==> config.mk <==
export PLATFORM = sky130hd
export DESIGN_NAME = bwp_policy
export DESIGN_NICKNAME = d
export VERILOG_FILES = /design/src/rtl/bwp_pkg.sv /design/src/rtl/bwp_policy.sv
export SDC_FILE = /design/constraint.sdc
export NUM_CORES = 1
export LEC_CHECK = 0
export BUFFER_PORTS_ARGS = -buffer_cell sky130_fd_sc_hd__buf_4
export CORE_MARGIN = 4
export CORE_UTILIZATION = 56
export DETAILED_ROUTE_END_ITERATION = 6
export GPL_TIMING_DRIVEN = 0
export PLACE_DENSITY = 0.82
export SYNTH_ARGS = -nofsm -noshare
export SYNTH_HDL_FRONTEND = slang
export SYNTH_SLANG_ARGS = --single-unit
==> constraint.sdc <==
create_clock -name clock -period 6.5 [get_ports clock]
set_input_delay 0.325 -clock clock [delete_from_list [all_inputs] [get_ports clock]]
set_output_delay 0.325 -clock clock [all_outputs]
set_load 0.005 [all_outputs]
==> src/rtl/bwp_pkg.sv <==
package bwp_pkg;

  // ---------------------------------------------------------------
  // register map (byte addresses, one aligned word each)
  // ---------------------------------------------------------------
  localparam logic [7:0] OFS_CACHE_LINE_LENGTH      = 8'h0C;
  localparam logic [7:0] OFS_CHIP_BEHAVIOUR_CONTROL = 8'h40;
  localparam logic [7:0] OFS_READ_FETCH_CONTROL     = 8'h44;
  localparam logic [7:0] OFS_POLICY_STATUS          = 8'h48;
  localparam logic [7:0] OFS_PREFETCH_COUNT         = 8'h4C;

  // ---------------------------------------------------------------
  // field positions and reset values
  // ---------------------------------------------------------------
  localparam int         CBC_WR_DISC_BIT      = 0;
  localparam int         RFC_DN_CL_PF_BIT     = 1;
  localparam int         RFC_UP_CL_PF_BIT     = 2;
  localparam int         RFC_UP_PF_DIS_BIT    = 3;
  localparam int         RFC_DN_MPC_LSB       = 4;
  localparam int         RFC_UP_MPC_LSB       = 6;
  localparam logic [7:0] RST_CACHE_LINE_LENGTH = 8'h00;
  localparam logic [7:0] RST_CHIP_BEHAVIOUR    = 8'h00;
  localparam logic [7:0] RST_READ_FETCH        = 8'h06;

  // ---------------------------------------------------------------
  // sizes and limits, in dwords
  // ---------------------------------------------------------------
  localparam logic [10:0] DW_PER_4K        = 11'h400;
  localparam logic [10:0] MIN_PREFETCH_DW  = 11'h010;
  localparam logic [10:0] MWI_ROOM_DW      = 11'h008;
  localparam logic [10:0] ALIGN16_DW       = 11'h010;

  // ---------------------------------------------------------------
  // bus commands
  // ---------------------------------------------------------------
  localparam logic [3:0] CMD_IO_READ   = 4'h2;
  localparam logic [3:0] CMD_IO_WRITE  = 4'h3;
  localparam logic [3:0] CMD_MEM_READ  = 4'h6;
  localparam logic [3:0] CMD_MEM_WRITE = 4'h7;
  localparam logic [3:0] CMD_CFG_READ  = 4'hA;
  localparam logic [3:0] CMD_CFG_WRITE = 4'hB;
  localparam logic [3:0] CMD_MEM_RMULT = 4'hC;
  localparam logic [3:0] CMD_MEM_RLINE = 4'hE;
  localparam logic [3:0] CMD_MEM_WINV  = 4'hF;

  typedef enum logic [1:0] {
    BWP_IDLE,
    BWP_WRITE,
    BWP_READ
  } bwp_phase_t;

  // per data phase view of the target side of the bus
  typedef struct packed {
    logic        start;      // address phase of a new transaction
    logic [3:0]  cmd;
    logic [31:0] addr;
    logic        upstream;   // request came from the secondary side
    logic        fast_b2b;   // started with no idle cycle before it
    logic        in_pref_range;
    logic        single_dw;  // initiator asks for one dword only
    logic        phase;      // one data phase completes this cycle
    logic        last;       // initiator ends with this phase
  } bwp_txn_t;

  // buffer and target-side status
  typedef struct packed {
    logic [10:0] pw_free_dw;   // free posted write data dwords
    logic        dq_free;      // delayed queue has an open entry
    logic        rd_fifo_full;
    logic        tgt_disc;     // target side disconnected the read
    logic        rd_taken;     // initiator pulls prefetched data
    logic        single_req;   // one request pending in buffers
  } bwp_buf_t;

  // decisions towards the target state machine
  typedef struct packed {
    logic        disconnect;   // stop with this data phase
    logic        retry;        // terminate without taking data
    logic        accept;
    logic        prefetch;     // read classified prefetchable
    logic        all_be;       // drive all byte enables on later phases
    logic        fetch_go;     // keep issuing read phases
    logic        discard;      // drop unconsumed prefetched data
    logic        flow;         // read runs in flow-through
    logic [10:0] pf_count;
  } bwp_ctl_t;

endpackage : bwp_pkg

==> src/rtl/bwp_policy.sv <==
module bwp_policy
  import bwp_pkg::*;
#(
  parameter int ADDR_W = 8
) (
  input  wire logic              clock,
  input  wire logic              srst,
  input  wire logic [ADDR_W-1:0] avs_address,
  input  wire logic              avs_read,
  input  wire logic              avs_write,
  input  wire logic [31:0]       avs_writedata,
  input  wire logic [3:0]        avs_byteenable,
  output logic      [31:0]       avs_readdata,
  output logic                   avs_waitrequest,
  output logic      [1:0]        avs_response,
  input  wire bwp_txn_t          txn,
  input  wire bwp_buf_t          buf_st,
  output bwp_ctl_t               ctl
);

  // ---------------------------------------------------------------
  // state
  // ---------------------------------------------------------------
  typedef struct packed {
    logic [7:0]  cache_line_size;
    logic [7:0]  cbc;
    logic [7:0]  rfc;
    logic        ack;
    logic [31:0] rdata;
    logic [1:0]  resp;
    bwp_phase_t  phase;
    logic [3:0]  cmd;
    logic        mwi_ok;
    logic        upstream;
    logic [31:0] addr;      // dword address of the next phase
    logic [10:0] line_cnt;  // dwords inside the current line
    logic [10:0] fetched;
    bwp_ctl_t    ctl;
  } bwp_state_t;

  bwp_state_t s_q;
  bwp_state_t s_d;

  // ---------------------------------------------------------------
  // combinational helpers
  // ---------------------------------------------------------------
  logic        cls_pow2;
  logic        cls_small;
  logic [10:0] cls_dw;
  logic [1:0]  max_prefetch_count;
  logic        mpc_en;
  logic [10:0] base_cnt;
  logic [10:0] cache_line_boundary_count;
  logic [10:0] calc_cnt;
  logic        is_read;
  logic        is_pref;
  logic        wr_boundary;
  logic        at_4k;
  logic        at_line;
  logic        at_16;
  logic        stop_ev;

  always_comb begin
    // line size is a dword count; legal for MWI only as a power of two up to 16
    cls_pow2  = (s_q.cache_line_size == 8'h01) || (s_q.cache_line_size == 8'h02) || (s_q.cache_line_size == 8'h04)
             || (s_q.cache_line_size == 8'h08) || (s_q.cache_line_size == 8'h10);
    cls_small = cls_pow2 && (s_q.cache_line_size != 8'h10);
    cls_dw    = {3'h0, s_q.cache_line_size};
    // the count is only latched at the address phase, so it reads the request itself
    max_prefetch_count       = txn.upstream ? s_q.rfc[RFC_UP_MPC_LSB +: 2] : s_q.rfc[RFC_DN_MPC_LSB +: 2];
    mpc_en    = !s_q.rfc[RFC_DN_CL_PF_BIT] && !s_q.rfc[RFC_UP_CL_PF_BIT];
    // dwords left to the next line boundary, or 16 when the line size is not a power of two
    cache_line_boundary_count   = cls_pow2 ? (cls_dw - (txn.addr[12:2] & (cls_dw - 11'h001))) : ALIGN16_DW;
    base_cnt  = 11'({9'h0, max_prefetch_count} * cls_dw);
    if (!mpc_en || ({3'h0, max_prefetch_count} < s_q.cache_line_size)) begin
      calc_cnt = cache_line_boundary_count;
    end else begin
      calc_cnt = base_cnt + cache_line_boundary_count;
    end
    if (calc_cnt < MIN_PREFETCH_DW) begin
      calc_cnt = MIN_PREFETCH_DW;
    end
    is_read = (txn.cmd == CMD_IO_READ) || (txn.cmd == CMD_CFG_READ)
           || (txn.cmd == CMD_MEM_READ) || (txn.cmd == CMD_MEM_RLINE)
           || (txn.cmd == CMD_MEM_RMULT);
    is_pref = ((txn.cmd == CMD_MEM_RLINE) || (txn.cmd == CMD_MEM_RMULT))
           || ((txn.cmd == CMD_MEM_READ) && (txn.upstream
               ? !s_q.rfc[RFC_UP_PF_DIS_BIT] : txn.in_pref_range));
    at_4k   = (s_q.addr[9:0] == 10'h3FF);
    at_16   = (s_q.addr[3:0] == 4'hF);
    at_line = cls_pow2 && (s_q.line_cnt == cls_dw - 11'h001);
    wr_boundary = 1'b0;
    if (s_q.cmd == CMD_MEM_WINV && s_q.mwi_ok) begin
      wr_boundary = at_4k
                 || (s_q.cache_line_size == 8'h10 && at_16)
                 || (cls_small && at_line && buf_st.pw_free_dw < MWI_ROOM_DW);
    end else if (s_q.cbc[CBC_WR_DISC_BIT]) begin
      wr_boundary = at_line || at_4k;
    end else begin
      wr_boundary = at_4k;
    end
    stop_ev = txn.last || buf_st.rd_fifo_full || at_4k || buf_st.tgt_disc;
  end

  // ---------------------------------------------------------------
  // next state
  // ---------------------------------------------------------------
  always_comb begin
    s_d = s_q;
    s_d.ctl.disconnect = 1'b0;
    s_d.ctl.retry      = 1'b0;
    s_d.ctl.accept     = 1'b0;
    s_d.ctl.discard    = 1'b0;
    s_d.ack            = 1'b0;

    // register slave: one wait cycle, answer on the second edge
    if ((avs_read || avs_write) && !s_q.ack) begin
      s_d.ack   = 1'b1;
      s_d.rdata = 32'h0000_0000;
      s_d.resp  = 2'h0;
      if (avs_address == OFS_CACHE_LINE_LENGTH) begin
        s_d.rdata = {24'h0, s_q.cache_line_size};
      end else if (avs_address == OFS_CHIP_BEHAVIOUR_CONTROL) begin
        s_d.rdata = {24'h0, s_q.cbc};
      end else if (avs_address == OFS_READ_FETCH_CONTROL) begin
        s_d.rdata = {24'h0, s_q.rfc};
      end else if (avs_address == OFS_POLICY_STATUS) begin
        s_d.rdata = {26'h0, s_q.ctl.fetch_go, s_q.ctl.flow, s_q.ctl.prefetch, s_q.mwi_ok,
                     s_q.phase};
      end else if (avs_address == OFS_PREFETCH_COUNT) begin
        s_d.rdata = {10'h0, s_q.fetched, s_q.ctl.pf_count};
      end else begin
        s_d.resp = 2'h2; // unmapped: slave error
      end
    end

    // a write lands only on the edge where the master sees waitrequest low
    if (avs_write && s_q.ack && avs_byteenable[0]) begin
      if (avs_address == OFS_CACHE_LINE_LENGTH) begin
        s_d.cache_line_size = avs_writedata[7:0];
      end else if (avs_address == OFS_CHIP_BEHAVIOUR_CONTROL) begin
        s_d.cbc = avs_writedata[7:0];
      end else if (avs_address == OFS_READ_FETCH_CONTROL) begin
        s_d.rfc = avs_writedata[7:0];
      end
    end

    case (s_q.phase)
      BWP_IDLE: begin
        s_d.ctl.flow     = 1'b0;
        s_d.ctl.fetch_go = 1'b0;
      end
      BWP_WRITE: begin
        if (txn.phase) begin
          s_d.addr     = s_q.addr + 32'h1;
          s_d.line_cnt = at_line ? 11'h000 : s_q.line_cnt + 11'h001;
          // full buffer after this dword, or a boundary, ends the burst
          if (!txn.last && (wr_boundary || buf_st.pw_free_dw <= 11'h001)) begin
            s_d.ctl.disconnect = 1'b1;
            s_d.phase          = BWP_IDLE;
          end
        end
        if (txn.phase && txn.last) begin
          s_d.phase = BWP_IDLE;
        end
      end
      BWP_READ: begin
        // flow-through starts when the master draws data before a boundary
        if (buf_st.rd_taken && s_q.ctl.fetch_go && !s_q.ctl.flow) begin
          s_d.ctl.flow = 1'b1;
        end
        if (s_q.ctl.fetch_go && txn.phase) begin
          s_d.addr    = s_q.addr + 32'h1;
          s_d.fetched = s_q.fetched + 11'h001;
          if (s_q.ctl.flow) begin
            // single request lets the count go; only stop events end it
            if (stop_ev || (!buf_st.single_req
                            && s_q.fetched + 11'h001 >= s_q.ctl.pf_count)) begin
              s_d.ctl.fetch_go = 1'b0;
            end
          end else if (s_q.fetched + 11'h001 >= s_q.ctl.pf_count || stop_ev) begin
            s_d.ctl.fetch_go = 1'b0;
          end
        end
        if (txn.last) begin
          s_d.ctl.discard  = s_q.ctl.prefetch;
          s_d.ctl.fetch_go = 1'b0;
          s_d.phase        = BWP_IDLE;
        end
      end
      default: s_d.phase = BWP_IDLE;
    endcase

    // new address phase overrides what was in flight
    if (txn.start) begin
      s_d.cmd      = txn.cmd;
      s_d.upstream = txn.upstream;
      s_d.addr     = {2'h0, txn.addr[31:2]};
      s_d.line_cnt = cls_pow2 ? (txn.addr[12:2] & (cls_dw - 11'h001)) : 11'h000;
      s_d.fetched  = 11'h000;
      s_d.mwi_ok   = cls_pow2;
      s_d.ctl.flow = 1'b0;
      // a stale read classification must not follow into a write
      s_d.ctl.prefetch = 1'b0;
      s_d.ctl.all_be   = 1'b0;
      if (is_read) begin
        s_d.phase          = BWP_READ;
        s_d.ctl.prefetch   = is_pref && !txn.single_dw;
        s_d.ctl.all_be     = is_pref && !txn.single_dw;
        s_d.ctl.fetch_go   = 1'b1;
        s_d.ctl.pf_count   = (is_pref && !txn.single_dw) ? calc_cnt : 11'h001;
        s_d.ctl.retry      = 1'b1;
      end else if (txn.cmd == CMD_MEM_WRITE || txn.cmd == CMD_MEM_WINV) begin
        if (buf_st.pw_free_dw == 11'h000) begin
          s_d.ctl.retry = 1'b1;
          s_d.phase     = BWP_IDLE;
        end else begin
          s_d.ctl.accept = 1'b1;
          s_d.phase      = BWP_WRITE;
        end
      end else if (txn.cmd == CMD_IO_WRITE || txn.cmd == CMD_CFG_WRITE) begin
        s_d.ctl.retry  = 1'b1;
        s_d.ctl.accept = buf_st.dq_free && !(txn.fast_b2b && !buf_st.dq_free);
        s_d.phase      = BWP_IDLE;
      end else begin
        s_d.phase = BWP_IDLE;
      end
    end
  end

  // ---------------------------------------------------------------
  // registers
  // ---------------------------------------------------------------
  always_ff @(posedge clock) begin
    if (srst) begin
      s_q       <= '0;
      s_q.cache_line_size   <= RST_CACHE_LINE_LENGTH;
      s_q.cbc   <= RST_CHIP_BEHAVIOUR;
      s_q.rfc   <= RST_READ_FETCH;
      s_q.phase <= BWP_IDLE;
    end else begin
      s_q <= s_d;
    end
  end

  assign avs_readdata    = s_q.rdata;
  assign avs_response    = s_q.resp;
  assign avs_waitrequest = !s_q.ack;
  assign ctl             = s_q.ctl;

endmodule // bwp_policy

Yosys cells after proc, flatten, opt, wreduce, memory -nomap -nowiden
Index checks and enable logic that the tools add are counted.
- flip-flop bits (word level): 140
- bits of input ports: 107
- output and inout port bits: 54
- logic and storage cells: 206
- add/subtract/negate cells: 6
- multipliers: 1
- $lt $le $gt $ge: 5
- eq/ne operators: 35
- mux-type cells: 52
- bitwise gates (word level): 8
- reductions and logical operators: 76
- operators with widths (cell ; number):
    2-to-1 mux 11 bit ; 9
    2-to-1 mux 22 bit ; 4
    2-to-1 mux 32 bit ; 2
    case mux 32 bit (2 select lines) ; 1
    2-to-1 mux 62 bit ; 1
    2-to-1 mux 43 bit ; 1
    2-to-1 mux 35 bit ; 1
    adder 32 x 1 -> 32 bit (second input constant) ; 1
    == test 8 x 7 -> 1 bit (second input constant) ; 4
    2-to-1 mux 2 bit ; 15
    == test 4 bit (second input constant) ; 7
    logical OR 1 bit ; 23
    adder 11 x 1 -> 11 bit (second input constant) ; 2
    logical AND 1 bit ; 20
    == test 8 x 4 -> 1 bit (second input constant) ; 2
    2-to-1 mux 1 bit ; 14
    adder 10 x 11 -> 11 bit ; 1
    AND 11 bit ; 1
    == test 11 bit ; 1
    greater-or-equal comparator 11 bit ; 1
    <= comparator 11 x 1 -> 1 bit (second input constant) ; 1
    zero test 1 bit ; 11
    zero test 11 bit ; 1
    less-than comparator 11 x 4 -> 1 bit (second input constant) ; 1
    30 further kinds ; 58

Longest topological paths before layout
Gate-level depths: netlist of run 1.
- depth in word-level cells: 17
- mapped depth: 22
- gate-level depth less buffers: 20

Least setup slack after synthesis of run 1
OpenSTA, ideal clock, no wires.
- kind: register to register
- start: reg s_q, in the netlist cls_dw[0]
- end: reg s_q, in the netlist ctl[4]
- library setup time: 0.069 ns
- data arrival time: 4.726 ns
- required time: 6.431 ns
- slack: 1.705 ns
- cell stages (with the launch flop): 22
- path buffers: 1
- clock period less this slack: 4.795 ns
- cells stage by stage: dfxtp_1 -> buf_2 -> inv_1 -> ha_1 -> or3b_4 -> a21boi_0 -> a211o_1 -> a211o_1 -> o21ai_1 -> xnor2_1 -> nand2_1 -> fa_1 -> inv_1 -> ha_1 -> or2_2 -> o31a_1 -> and3_1 -> o21a_1 -> o21ai_0 -> xnor2_1 -> o41a_1 -> o21ai_1
- longest elaborated chain between the ends: 11
- elaborated cells on any way between the ends: 21
- classes of those cells: add/sub: 3; mul: 1; order compare: 2; eq/ne: 5; mux: 4; bitwise: 1; reduce/logical: 5
- RTL lines (element ; RTL line ; RTL):
    start, declared ; bwp_policy.sv:41 ; bwp_state_t s_q;
    parallel branches: the longest is 7 deep, another holds subtractor 8 x 11 -> 11 bit ; -- ;
    2-to-1 mux 11 bit (*) ; bwp_policy.sv:75 ; if (!mpc_en || ({3'h0, max_prefetch_count} < s_q.cache_line_size)) begin
    less-than comparator 11 x 5 -> 1 bit ; bwp_policy.sv:80 ; if (calc_cnt < MIN_PREFETCH_DW) begin
    2-to-1 mux 11 bit (*) ; bwp_policy.sv:80 ;
    2-to-1 mux 11 bit (*) ; bwp_policy.sv:211 ; s_d.ctl.pf_count = (is_pref && !txn.single_dw) ? calc_cnt : 11'h001;
Every way passes the cells marked *.
A chain may end at the register's enable or synchronous reset.

Worst setup path in the final report of run 1
- start: reg s_q, in the netlist cls_dw[0]
- end: reg s_q, in the netlist ctl[2]
Same word-level chain as after synthesis.

==> reports/metrics.yaml, run 1 <==
timing:
  setup_tns_ns: 0
  slew_violations: 0
  max_freq_ghz: 0.180
  fin_ws_ns: 0.938
  hold_slack_ns: 0.204
  period_needed_ns: 5.56
  hold_viol_final: 0
  fin_skew_ns: 0.0106
  rsz0062_at_grt: "no"
  worst_pin_slew_ns: 1.26
  period_share: 0.856
  slew_headroom: 0.151
  setup_viol: 0
clock_network:
  htreeDepth: 3
  post-cts-setup-buffers: 0
  cts_tree: "built"
  clock_latency_ns: 0.36
  cts_sinks: 105
  clk_pin_slew_ns: 0.08
  numCtsBuffers: 9
  cts_buffer_depth: 2
  root_buffer: "clkbuf_16"
  cts.hold.buffers_added: 0
  post_cts_resized: 0
synth:
  yosysWarnings: 0
  synth_area_sq_um: 7380
  synth.most_common_cell: "nor2_1"
  yosys.area.top_type_share: 0.285
  ys_ff_latch: 105
  ys_async_sr_fraction: 0
  synthCells: 911
  syn_area_per_cell_sq_um: 8.10
  synth-seq-area-share: 0.285
  yosysTopAreaCell: "dfxtp_1"
  ys.flop_type: "dfxtp_1"
  ys_top_cells_by_count: "nor2_1, dfxtp_1, nand2_1"
  ys_types: 74
  synth-edff-count: 0
  synthTopCellsByArea: "dfxtp_1, nor2_1, ha_1"
placement:
  pre_cts_slack_ns: 1.04
  dpl-instance-area_sq_um: 8370
  numPortBuffers: 98
  post-dp-hpwl_mm: 16.5
  gp_congestion: 0.994
setup_path:
  endpoint_kind: "flip-flop"
  r2r_start: "cls_dw[0]$_SDFFE_PP0P_"
  r2r_cells: 21
  arrival_ns: 5.80
  path_class: "reg2reg"
  cp_max_fo: 10
  reg2reg_slack_ns: 0.94
  start_kind: "flip-flop"
  r2r-end: "ctl[2]$_SDFFE_PP0P_"
  required_ns: 6.73
floorplanning:
  coreArea_sq_um: 12800
  die_h_microns: 123
  ioPinCount: 161
  die_w_microns: 123
  num_rows: 41
  initial_core_util: 0.578
  die_area_sq_um: 15100
detailed_routing:
  viasPerCell: 5.90
  drtIter0Drc: 670
  wl_per_cell_microns: 17.7
  drc: 0
  drt-total-wl_mm: 21.4
  vias: 7123
  dr.pass1.iters: 5
  ant_nets: 0
power:
  cellPowerDensity_nw_per_um2: 158
  vdd_drop_max_v: 0.000235
  total_leakage_power_uw: 0.00369
worst_hold_path:
  hold_start: "avs_writedata[2]"
  worstHoldPathCells: 2
  min_path_type: "in2reg"
  holdPathEnd: "s_q[118]$_SDFFE_PP1P_"
final_layout:
  final_area_sq_um: 8670
  drive_above_1_share: 0.200
  diodes: 0
  nFillCells: 1086
  fin_nets: 1178
  seqCellArea_sq_um: 2100
  syn_to_final_growth_pct: 17.4
  fin_util: 0.678
  multi_input_area_sq_um: 4550
grt:
  overflow: 0
  grt_antenna_before_repair: 0
  grtUsageTotal: 0.287
  grt_max_degree: 19
  grt_pass1_vias: 6583
  grt_pass1_wl_mm: 33.9
run:
  max_cap_viol_count: 0
status:
  status: "finished clean"
==> worst max-delay path, cell delays in order, from the launching register on <==
cell and delay, ns:
dfxtp_1 0.35, buf_2 0.22, inv_1 0.19, ha_1 0.33, or3b_4 0.45, a21boi_0 0.35
a211o_1 0.18, a211o_1 0.16, o21ai_1 0.09, xnor2_1 0.30, nand2_1 0.12, fa_1 0.48
inv_1 0.04, ha_1 0.30, or2_2 0.31, o31a_1 0.11, and3_1 0.19, o21a_1 0.17
o21ai_0 0.32, xnor2_1 0.18, nor4_2 0.46, o31ai_1 0.13
==> metrics by stage <==
step           cells  power (uW)
3_5_place_dp    1191         840
6_report        1207        1370
4_1_cts         1207        1360
5_1_grt         1207        1410
2_1_floorplan    921         767
3_3_place_gp    1191         838
==> cell families after synthesis <==
logic type / share of synthesized area
adder cells (fa/ha/maj): 0.0777
flip-flops: 0.285
other: 0.000508
multiplexers: 0.0600
AND/OR/NAND/NOR: 0.212
buffers and inverters: 0.104
XOR/XNOR: 0.0583
AO/OA/AOI/OAI: 0.203
==> flip-flops by register name, summed over array words and instances (netlist names) <==
register,cells
s_q,56
ctl,18
cls_dw,8
avs_readdata,22
avs_response,1
==> per-layer routing <==
metal | track usage | share of wire | vias to the layer above
met1 | 0.380 | 0.42 | 3253
li1 | - | - | 3417
met4 | 0.127 | 0.039 | 0
met3 | 0.0590 | 0.094 | 72
met2 | 0.452 | 0.45 | 381
met5 | 0 | 0 | -
==> worst max-delay path by stage <==
| stage | startpoint | end | slack, ns | cells past startpoint |
|---|---|---|---|---|
| global route | cls_dw[0]$_SDFFE_PP0P_ | ctl[2]$_SDFFE_PP0P_ | 0.57 | 21 |
| floorplan | cls_dw[0]$_SDFFE_PP0P_ | ctl[4]$_SDFFE_PP0P_ | 1.71 | 21 |
| finish | cls_dw[0]$_SDFFE_PP0P_ | ctl[2]$_SDFFE_PP0P_ | 0.94 | 21 |
| CTS | cls_dw[0]$_SDFFE_PP0P_ | ctl[2]$_SDFFE_PP0P_ | 1.02 | 21 |
| detailed placement | cls_dw[0]$_SDFFE_PP0P_ | ctl[2]$_SDFFE_PP0P_ | 1.04 | 21 |
| global placement | cls_dw[0]$_SDFFE_PP0P_ | ctl[2]$_SDFFE_PP0P_ | 1.08 | 21 |
==> cell usage in the layout, fill, tap and decap left out, types with 28 or more instances in the layout <==
cell and instances:
a21oi_1 35, nor2_1 118, nand2_1 72, ha_1 33, mux2i_1 33, inv_1 44, a22oi_1 28, buf_4 151
o21ai_0 37, clkbuf_1 32, dfxtp_1 105
==> layout make-up <==
cell class | instances | area share
Buffer | 97 | 0.0696
Timing Repair Buffer | 98 | 0.0849
Sequential cell | 105 | 0.243
Tap cell | 172 | 0.0248
Multi-Input combinational cell | 675 | 0.525
Clock inverter | 5 | 0.00578
Clock buffer | 11 | 0.0280
Inverter | 44 | 0.0191
==> power by group <==
part | internal (uW) | total, uW | leakage [uW] | switching (uW)
logic | 74.5 | 164 | 0.00270 | 89.0
registers | 655 | 665 | 0.000851 | 10.2
clock network | 277 | 538 | 0.000139 | 262
(Power assumes the default switching activity.)
==> inputs of run 2 (changes only) <==
Settings changed: CAP_MARGIN set to 40, CORE_UTILIZATION 56 to 40, PLACE_DENSITY 0.82 to not set.
Clock period 6.5 ns to 6.1 ns, I/O delays scaled along.
==> run 2 against run 1 <==
  * Cell area grew 1.2%
  * Clock power grew 9.7%
  * Sequential power grew 6.5%
  * Global-route usage shrank 6.5 points
  * Clock skew grew 0.0018 ns
  * Combinational power grew 9%
  * Critical path depth is the same
  * Power grew 8.1%
  * Critical endpoint unchanged
==> reports/metrics.yaml, run 2 (same netlist as run 1, synthesis figures left out) <==
detailed_routing:
  dr.pass1.iters: 6  # +1
  drtIter0Drc: 602  # -10%
  wl_per_cell_microns: 18.4  # +4.1%
  drt-total-wl_mm: 23.3  # +9.3%
  vias: 7085  # -0.53%
  ant_nets: 0  # unchanged
  drc: 0  # unchanged
  viasPerCell: 5.59  # -5.3%
placement:
  gp_congestion: 0.875  # -12%
  numPortBuffers: 98  # unchanged
  dpl-instance-area_sq_um: 8470  # +1.2%
  post-dp-hpwl_mm: 18.2  # +10%
timing:
  slew_headroom: 0.420  # +0.269
  hold_viol_final: 0  # unchanged
  rsz0062_at_grt: "no"
  setup_viol: 0  # unchanged
  period_needed_ns: 5.65  # +0.0858 ns
  setup_tns_ns: 0  # unchanged
  max_freq_ghz: 0.177  # -1.5%
  period_share: 0.926  # +0.0702
  fin_skew_ns: 0.0124  # +0.00175 ns
  slew_violations: 0  # unchanged
  worst_pin_slew_ns: 0.863  # -0.399 ns
setup_path:
  arrival_ns: 5.88  # +0.08 ns
  required_ns: 6.34  # -0.39 ns
  cp_max_fo: 10  # unchanged
  endpoint_kind: "flip-flop"
  start_kind: "flip-flop"
  path_class: "reg2reg"
final_layout:
  largest-register: "s_q"
  final_common_cell: "buf_4"
  multi_input_area_sq_um: 4550  # unchanged
  seqCellArea_sq_um: 2100  # unchanged
  drive_above_1_share: 0.204  # +0.00404
  final_area_sq_um: 8770  # +1.2%
  nFillCells: 1826  # +68%
  largest_reg_flops: 56  # unchanged
  fin_nets: 1182  # +0.34%
  most-common-layout-cells: "buf_4, nor2_1, dfxtp_1"
  syn_to_final_growth_pct: 18.9
  diodes: 0  # unchanged
power:
  cellPowerDensity_nw_per_um2: 168  # +6.8%
  vdd_drop_max_v: 0.000180  # -23%
  total_leakage_power_uw: 0.00372  # +0.74%
clock_network:
  clk_pin_slew_ns: 0.08  # about the same
  post-cts-setup-buffers: 0  # unchanged
  htreeDepth: 3  # unchanged
  numCtsBuffers: 9  # unchanged
  cts_tree: "built"
  post_cts_resized: 0  # unchanged
  clock_latency_ns: 0.36  # about the same
  root_buffer: "clkbuf_16"
  cts_sinks: 105  # unchanged
  cts_buffer_depth: 2  # unchanged
  cts.hold.buffers_added: 0  # unchanged
floorplanning:
  die_h_microns: 144  # +17%
  die_w_microns: 144  # +17%
  initial_core_util: 0.409  # -0.168
  die_area_sq_um: 20700  # +37%
  coreArea_sq_um: 18000  # +41%
  num_rows: 49  # +20%
  ioPinCount: 161  # unchanged
run:
  max_cap_viol_count: 0  # unchanged
grt:
  grtUsageTotal: 0.222  # -0.0651
  grt_pass1_wl_mm: 35.5  # +4.8%
  grt_pass1_vias: 6392  # -2.9%
  grt_antenna_before_repair: 0  # unchanged
  grt_max_degree: 19  # unchanged
  overflow: 0  # unchanged
status:
  status: "finished clean"
worst_hold_path:
  min_path_type: "in2reg"
## run 2: final timing paths
kind                                from                     to  slack [ns]  cells after the start
setup reg to reg  cls_dw[0]$_SDFFE_PP0P_    ctl[2]$_SDFFE_PP0P_        0.45                     21
hold reg to reg     s_q[76]$_SDFFE_PP0P_   s_q[76]$_SDFFE_PP0P_        0.49                      2
setup / recovery  cls_dw[0]$_SDFFE_PP0P_    ctl[2]$_SDFFE_PP0P_        0.45                     21
hold / removal          avs_writedata[2]  s_q[118]$_SDFFE_PP1P_        0.19                      2
## run 2: report_power, final
part           switching, uW  total, uW  internal (uW)
clock                    284        590            306
sequential              10.8        708            698
combinational           99.4        179           79.4
total                    394       1480           1080
## run 2: area by class of cell
| class | instances | share of cell area |
|---|---|---|
| Clock buffer | 11 | 0.0288 |
| Multi-Input combinational cell | 675 | 0.519 |
| Buffer | 97 | 0.0688 |
| Clock inverter | 5 | 0.00514 |
| Tap cell | 229 | 0.0327 |
| Timing Repair Buffer | 102 | 0.0870 |
| Inverter | 44 | 0.0188 |
| Sequential cell | 105 | 0.240 |
## run 2: metrics by stage
stage | setup WS, ns | utilization | power (uW) | hold WS [ns] | cells
2_1_floorplan | 1.31 | - | 817 | 0.382 | 921
3_3_place_gp | 0.588 | 0.468 | 901 | 0.468 | 1248
3_5_place_dp | 0.524 | 0.470 | 901 | 0.481 | 1252
4_1_cts | 0.498 | 0.487 | 1490 | 0.184 | 1268
5_1_grt | 0.0952 | 0.487 | 1530 | 0.185 | 1268
6_report | 0.452 | 0.487 | 1480 | 0.190 | 1268
## run 2: critical path: stages, from the launching register on
cell and delay, ns:
dfxtp_1 0.35, buf_2 0.23, inv_1 0.19, ha_1 0.36, or3b_4 0.45, a21boi_0 0.33
a211o_1 0.18, a211o_1 0.16, o21ai_1 0.10, xnor2_1 0.32, nand2_1 0.12, fa_1 0.49
inv_1 0.04, ha_1 0.31, or2_2 0.31, o31a_1 0.12, and3_1 0.19, o21a_1 0.17
o21ai_0 0.31, xnor2_1 0.17, nor4_2 0.49, o31ai_1 0.13
## run 2: routing by layer
metal	global-route usage	routed length (microns)
met5	0	0
met3	0.0363	1590
met4	0.0565	423
met2	0.370	11000
met1	0.301	10300
==> inputs of run 3 (changes only) <==
--- a/config.mk
+++ b/config.mk
@@ -13,2 +13,4 @@
 export GPL_TIMING_DRIVEN = 0
+export SETUP_SLACK_MARGIN = 0.2
+export SKIP_CTS_REPAIR_TIMING = 1
 export SYNTH_ARGS = -nofsm -noshare
==> constraint.sdc (replaced) <==
create_clock -name clock -period 6.1 [get_ports clock]
set_input_delay 0.61 -clock clock [delete_from_list [all_inputs] [get_ports clock]]
set_output_delay 0.61 -clock clock [all_outputs]
set_load 0.005 [all_outputs]
==> run 3 against run 2 <==
  * Via count barely moved
  * Core utilization is essentially flat
  * Die area did not move
  * Sequential share of layout area hardly changed
  * Final cell count barely moved
  * Highest routed layer unchanged
==> reports/metrics.yaml, run 3 (same netlist as run 1, synthesis figures left out) <==
status:
  status: "finished clean"
final_layout:
  drive_above_1_share: 0.205  # +0.000765
  largest_reg_flops: 56  # unchanged
  diodes: 0  # unchanged
  largest-register: "s_q"
  final_area_sq_um: 8780  # about the same
  most-common-layout-cells: "buf_4, nor2_1, dfxtp_1"
  fin_nets: 1183  # +0.085%
  syn_to_final_growth_pct: 19.0  # about the same
  fin_util: 0.487  # about the same
  final_common_cell: "buf_4"
  nFillCells: 1826  # unchanged
setup_path:
  cp_max_fo: 10  # unchanged
  endpoint_kind: "flip-flop"
  path_class: "reg2reg"
  r2r_cells: 21  # unchanged
  start_kind: "flip-flop"
  max_stage_delay_ns: 0.49  # about the same
  path_depth: 21  # unchanged
  crit_family: "simple AND/OR/NAND/NOR gates"
  slowest_stage: "fa_1"
  arrival_ns: 5.73  # -0.15 ns
  crit_path_cell_trace: "buf_2, inv_1, ha_1, or3b_4, a21boi_0, a211o_1, a211o_1, o21ai_1, xnor2_1, nand2_1, fa_1, inv_1, ha_1, or2_2, o31a_1, and3_1, o21a_1, o21ai_1, xnor2_1, nor4_2, o31ai_1"
  required_ns: 6.34  # about the same
  path_buf_inv: 3  # unchanged
power:
  clkPwrFrac: 0.399  # about the same
  p_int_uw: 1080  # about the same
  p_sw_frac: 0.266  # -0.000806
  net-switching-power_uw: 392  # -0.42%
  total_leakage_power_uw: 0.00373  # +0.15%
  vdd_drop_max_v: 0.000181  # +0.31%
  p_seq_frac: 0.480  # about the same
  power_frac_comb: 0.121  # about the same
  cellPowerDensity_nw_per_um2: 168  # -0.20%
  power_uw: 1480  # -0.11%
detailed_routing:
  drc: 0  # unchanged
  wl_per_cell_microns: 18.4  # -0.16%
  drtIter0Drc: 630  # +4.7%
  vias: 7080  # -0.071%
  viasPerCell: 5.58  # -0.15%
  drt-total-wl_mm: 23.3  # about the same
  dr.pass1.iters: 6  # unchanged
  ant_nets: 0  # unchanged
timing:
  max_freq_ghz: 0.182  # +2.8%
  rsz0062_at_grt: "no"
  period_needed_ns: 5.49  # -0.154 ns
  fin_skew_ns: 0.0132  # +0.000827 ns
  fin_ws_ns: 0.607  # +0.154 ns
  worst_pin_slew_ns: 0.881  # +0.0183 ns
  slew_violations: 0  # unchanged
  slew_headroom: 0.408  # -0.0123
  setup_tns_ns: 0  # unchanged
  setup_viol: 0  # unchanged
  period_share: 0.901  # -0.0253
  hold_viol_final: 0  # unchanged
floorplanning:
  initial_core_util: 0.409  # unchanged
  ioPinCount: 161  # unchanged
  num_rows: 49  # unchanged
  die_area_sq_um: 20700  # unchanged
  die_h_microns: 144  # unchanged
  coreArea_sq_um: 18000  # unchanged
  die_w_microns: 144  # unchanged
clock_network:
  root_buffer: "clkbuf_16"
  htreeDepth: 3  # unchanged
  clock_latency_ns: 0.36  # about the same
  cts_tree: "built"
  numCtsBuffers: 9  # unchanged
  cts_sinks: 105  # unchanged
  clk_pin_slew_ns: 0.08  # about the same
  cts_buffer_depth: 2  # unchanged
grt:
  overflow: 0  # unchanged
  grtUsageTotal: 0.222  # unchanged
  grt_max_degree: 19  # unchanged
  grt_pass1_wl_mm: 35.5  # unchanged
  grt_pass1_vias: 6392  # unchanged
  grt_antenna_before_repair: 0  # unchanged
run:
  max_cap_viol_count: 0  # unchanged
placement:
  post-dp-hpwl_mm: 18.2  # unchanged
  numPortBuffers: 98  # unchanged
  dpl-instance-area_sq_um: 8470  # unchanged
  gp_congestion: 0.875  # unchanged
  pre_cts_slack_ns: 0.524  # unchanged
worst_hold_path:
  worstHoldPathCells: 2  # unchanged
  min_path_type: "reg2reg"
==> run 3: cell count changes in the layout (fill, tap and decap cells not counted), sizes merged <==
cell	delta
buf	+1
==> run 3: final cells by class <==
class	instances	area, sq um	area share
plain buffers	97	603	0.0687
clock buffers	11	253	0.0288
clock inverters	5	45.0	0.00513
inverters	44	165	0.0188
multi-input cells	675	4550	0.519
flip-flops and latches	105	2100	0.239
well taps	229	287	0.0326
repair buffers	103	771	0.0878
==> run 3: stage by stage <==
stage,hold slack [ns],cells
after floorplan,0.448,921
after global placement,0.468,1248
after detailed placement,0.481,1252
after CTS,0.489,1268
after global routing,0.490,1269
final,0.493,1269
==> run 3: path summary, 6_finish.rpt <==
check	startpoint	end	slack (ns)
min reg2reg	s_q[76]$_SDFFE_PP0P_	s_q[76]$_SDFFE_PP0P_	0.49
min	s_q[76]$_SDFFE_PP0P_	s_q[76]$_SDFFE_PP0P_	0.49
max	cls_dw[0]$_SDFFE_PP0P_	ctl[2]$_SDFFE_PP0P_	0.61
max reg2reg	cls_dw[0]$_SDFFE_PP0P_	ctl[2]$_SDFFE_PP0P_	0.61
==> run 3: worst min-delay path: cells and delay by family, from the launching register on <==
kind,cells,cell delay [ns]
flops,1,0.32
mux,1,0.06
simple gates,1,0.08
==> run 3: layer usage <==
| layer | GRT usage | share of wire |
|---|---|---|
| met1 | 0.301 | 0.44 |
| met5 | 0 | 0 |
| met3 | 0.0363 | 0.065 |
| met4 | 0.0565 | 0.018 |
| met2 | 0.370 | 0.48 |
==> run 3: power groups by stage <==
stage               logic, uW  clock network (uW)  registers [uW]
floorplan                96.5                   0             721
global placement          176                   0             724
detailed placement        177                   0             724
CTS                       178                 599             708
global route              193                 629             710
finish                    179                 588             708
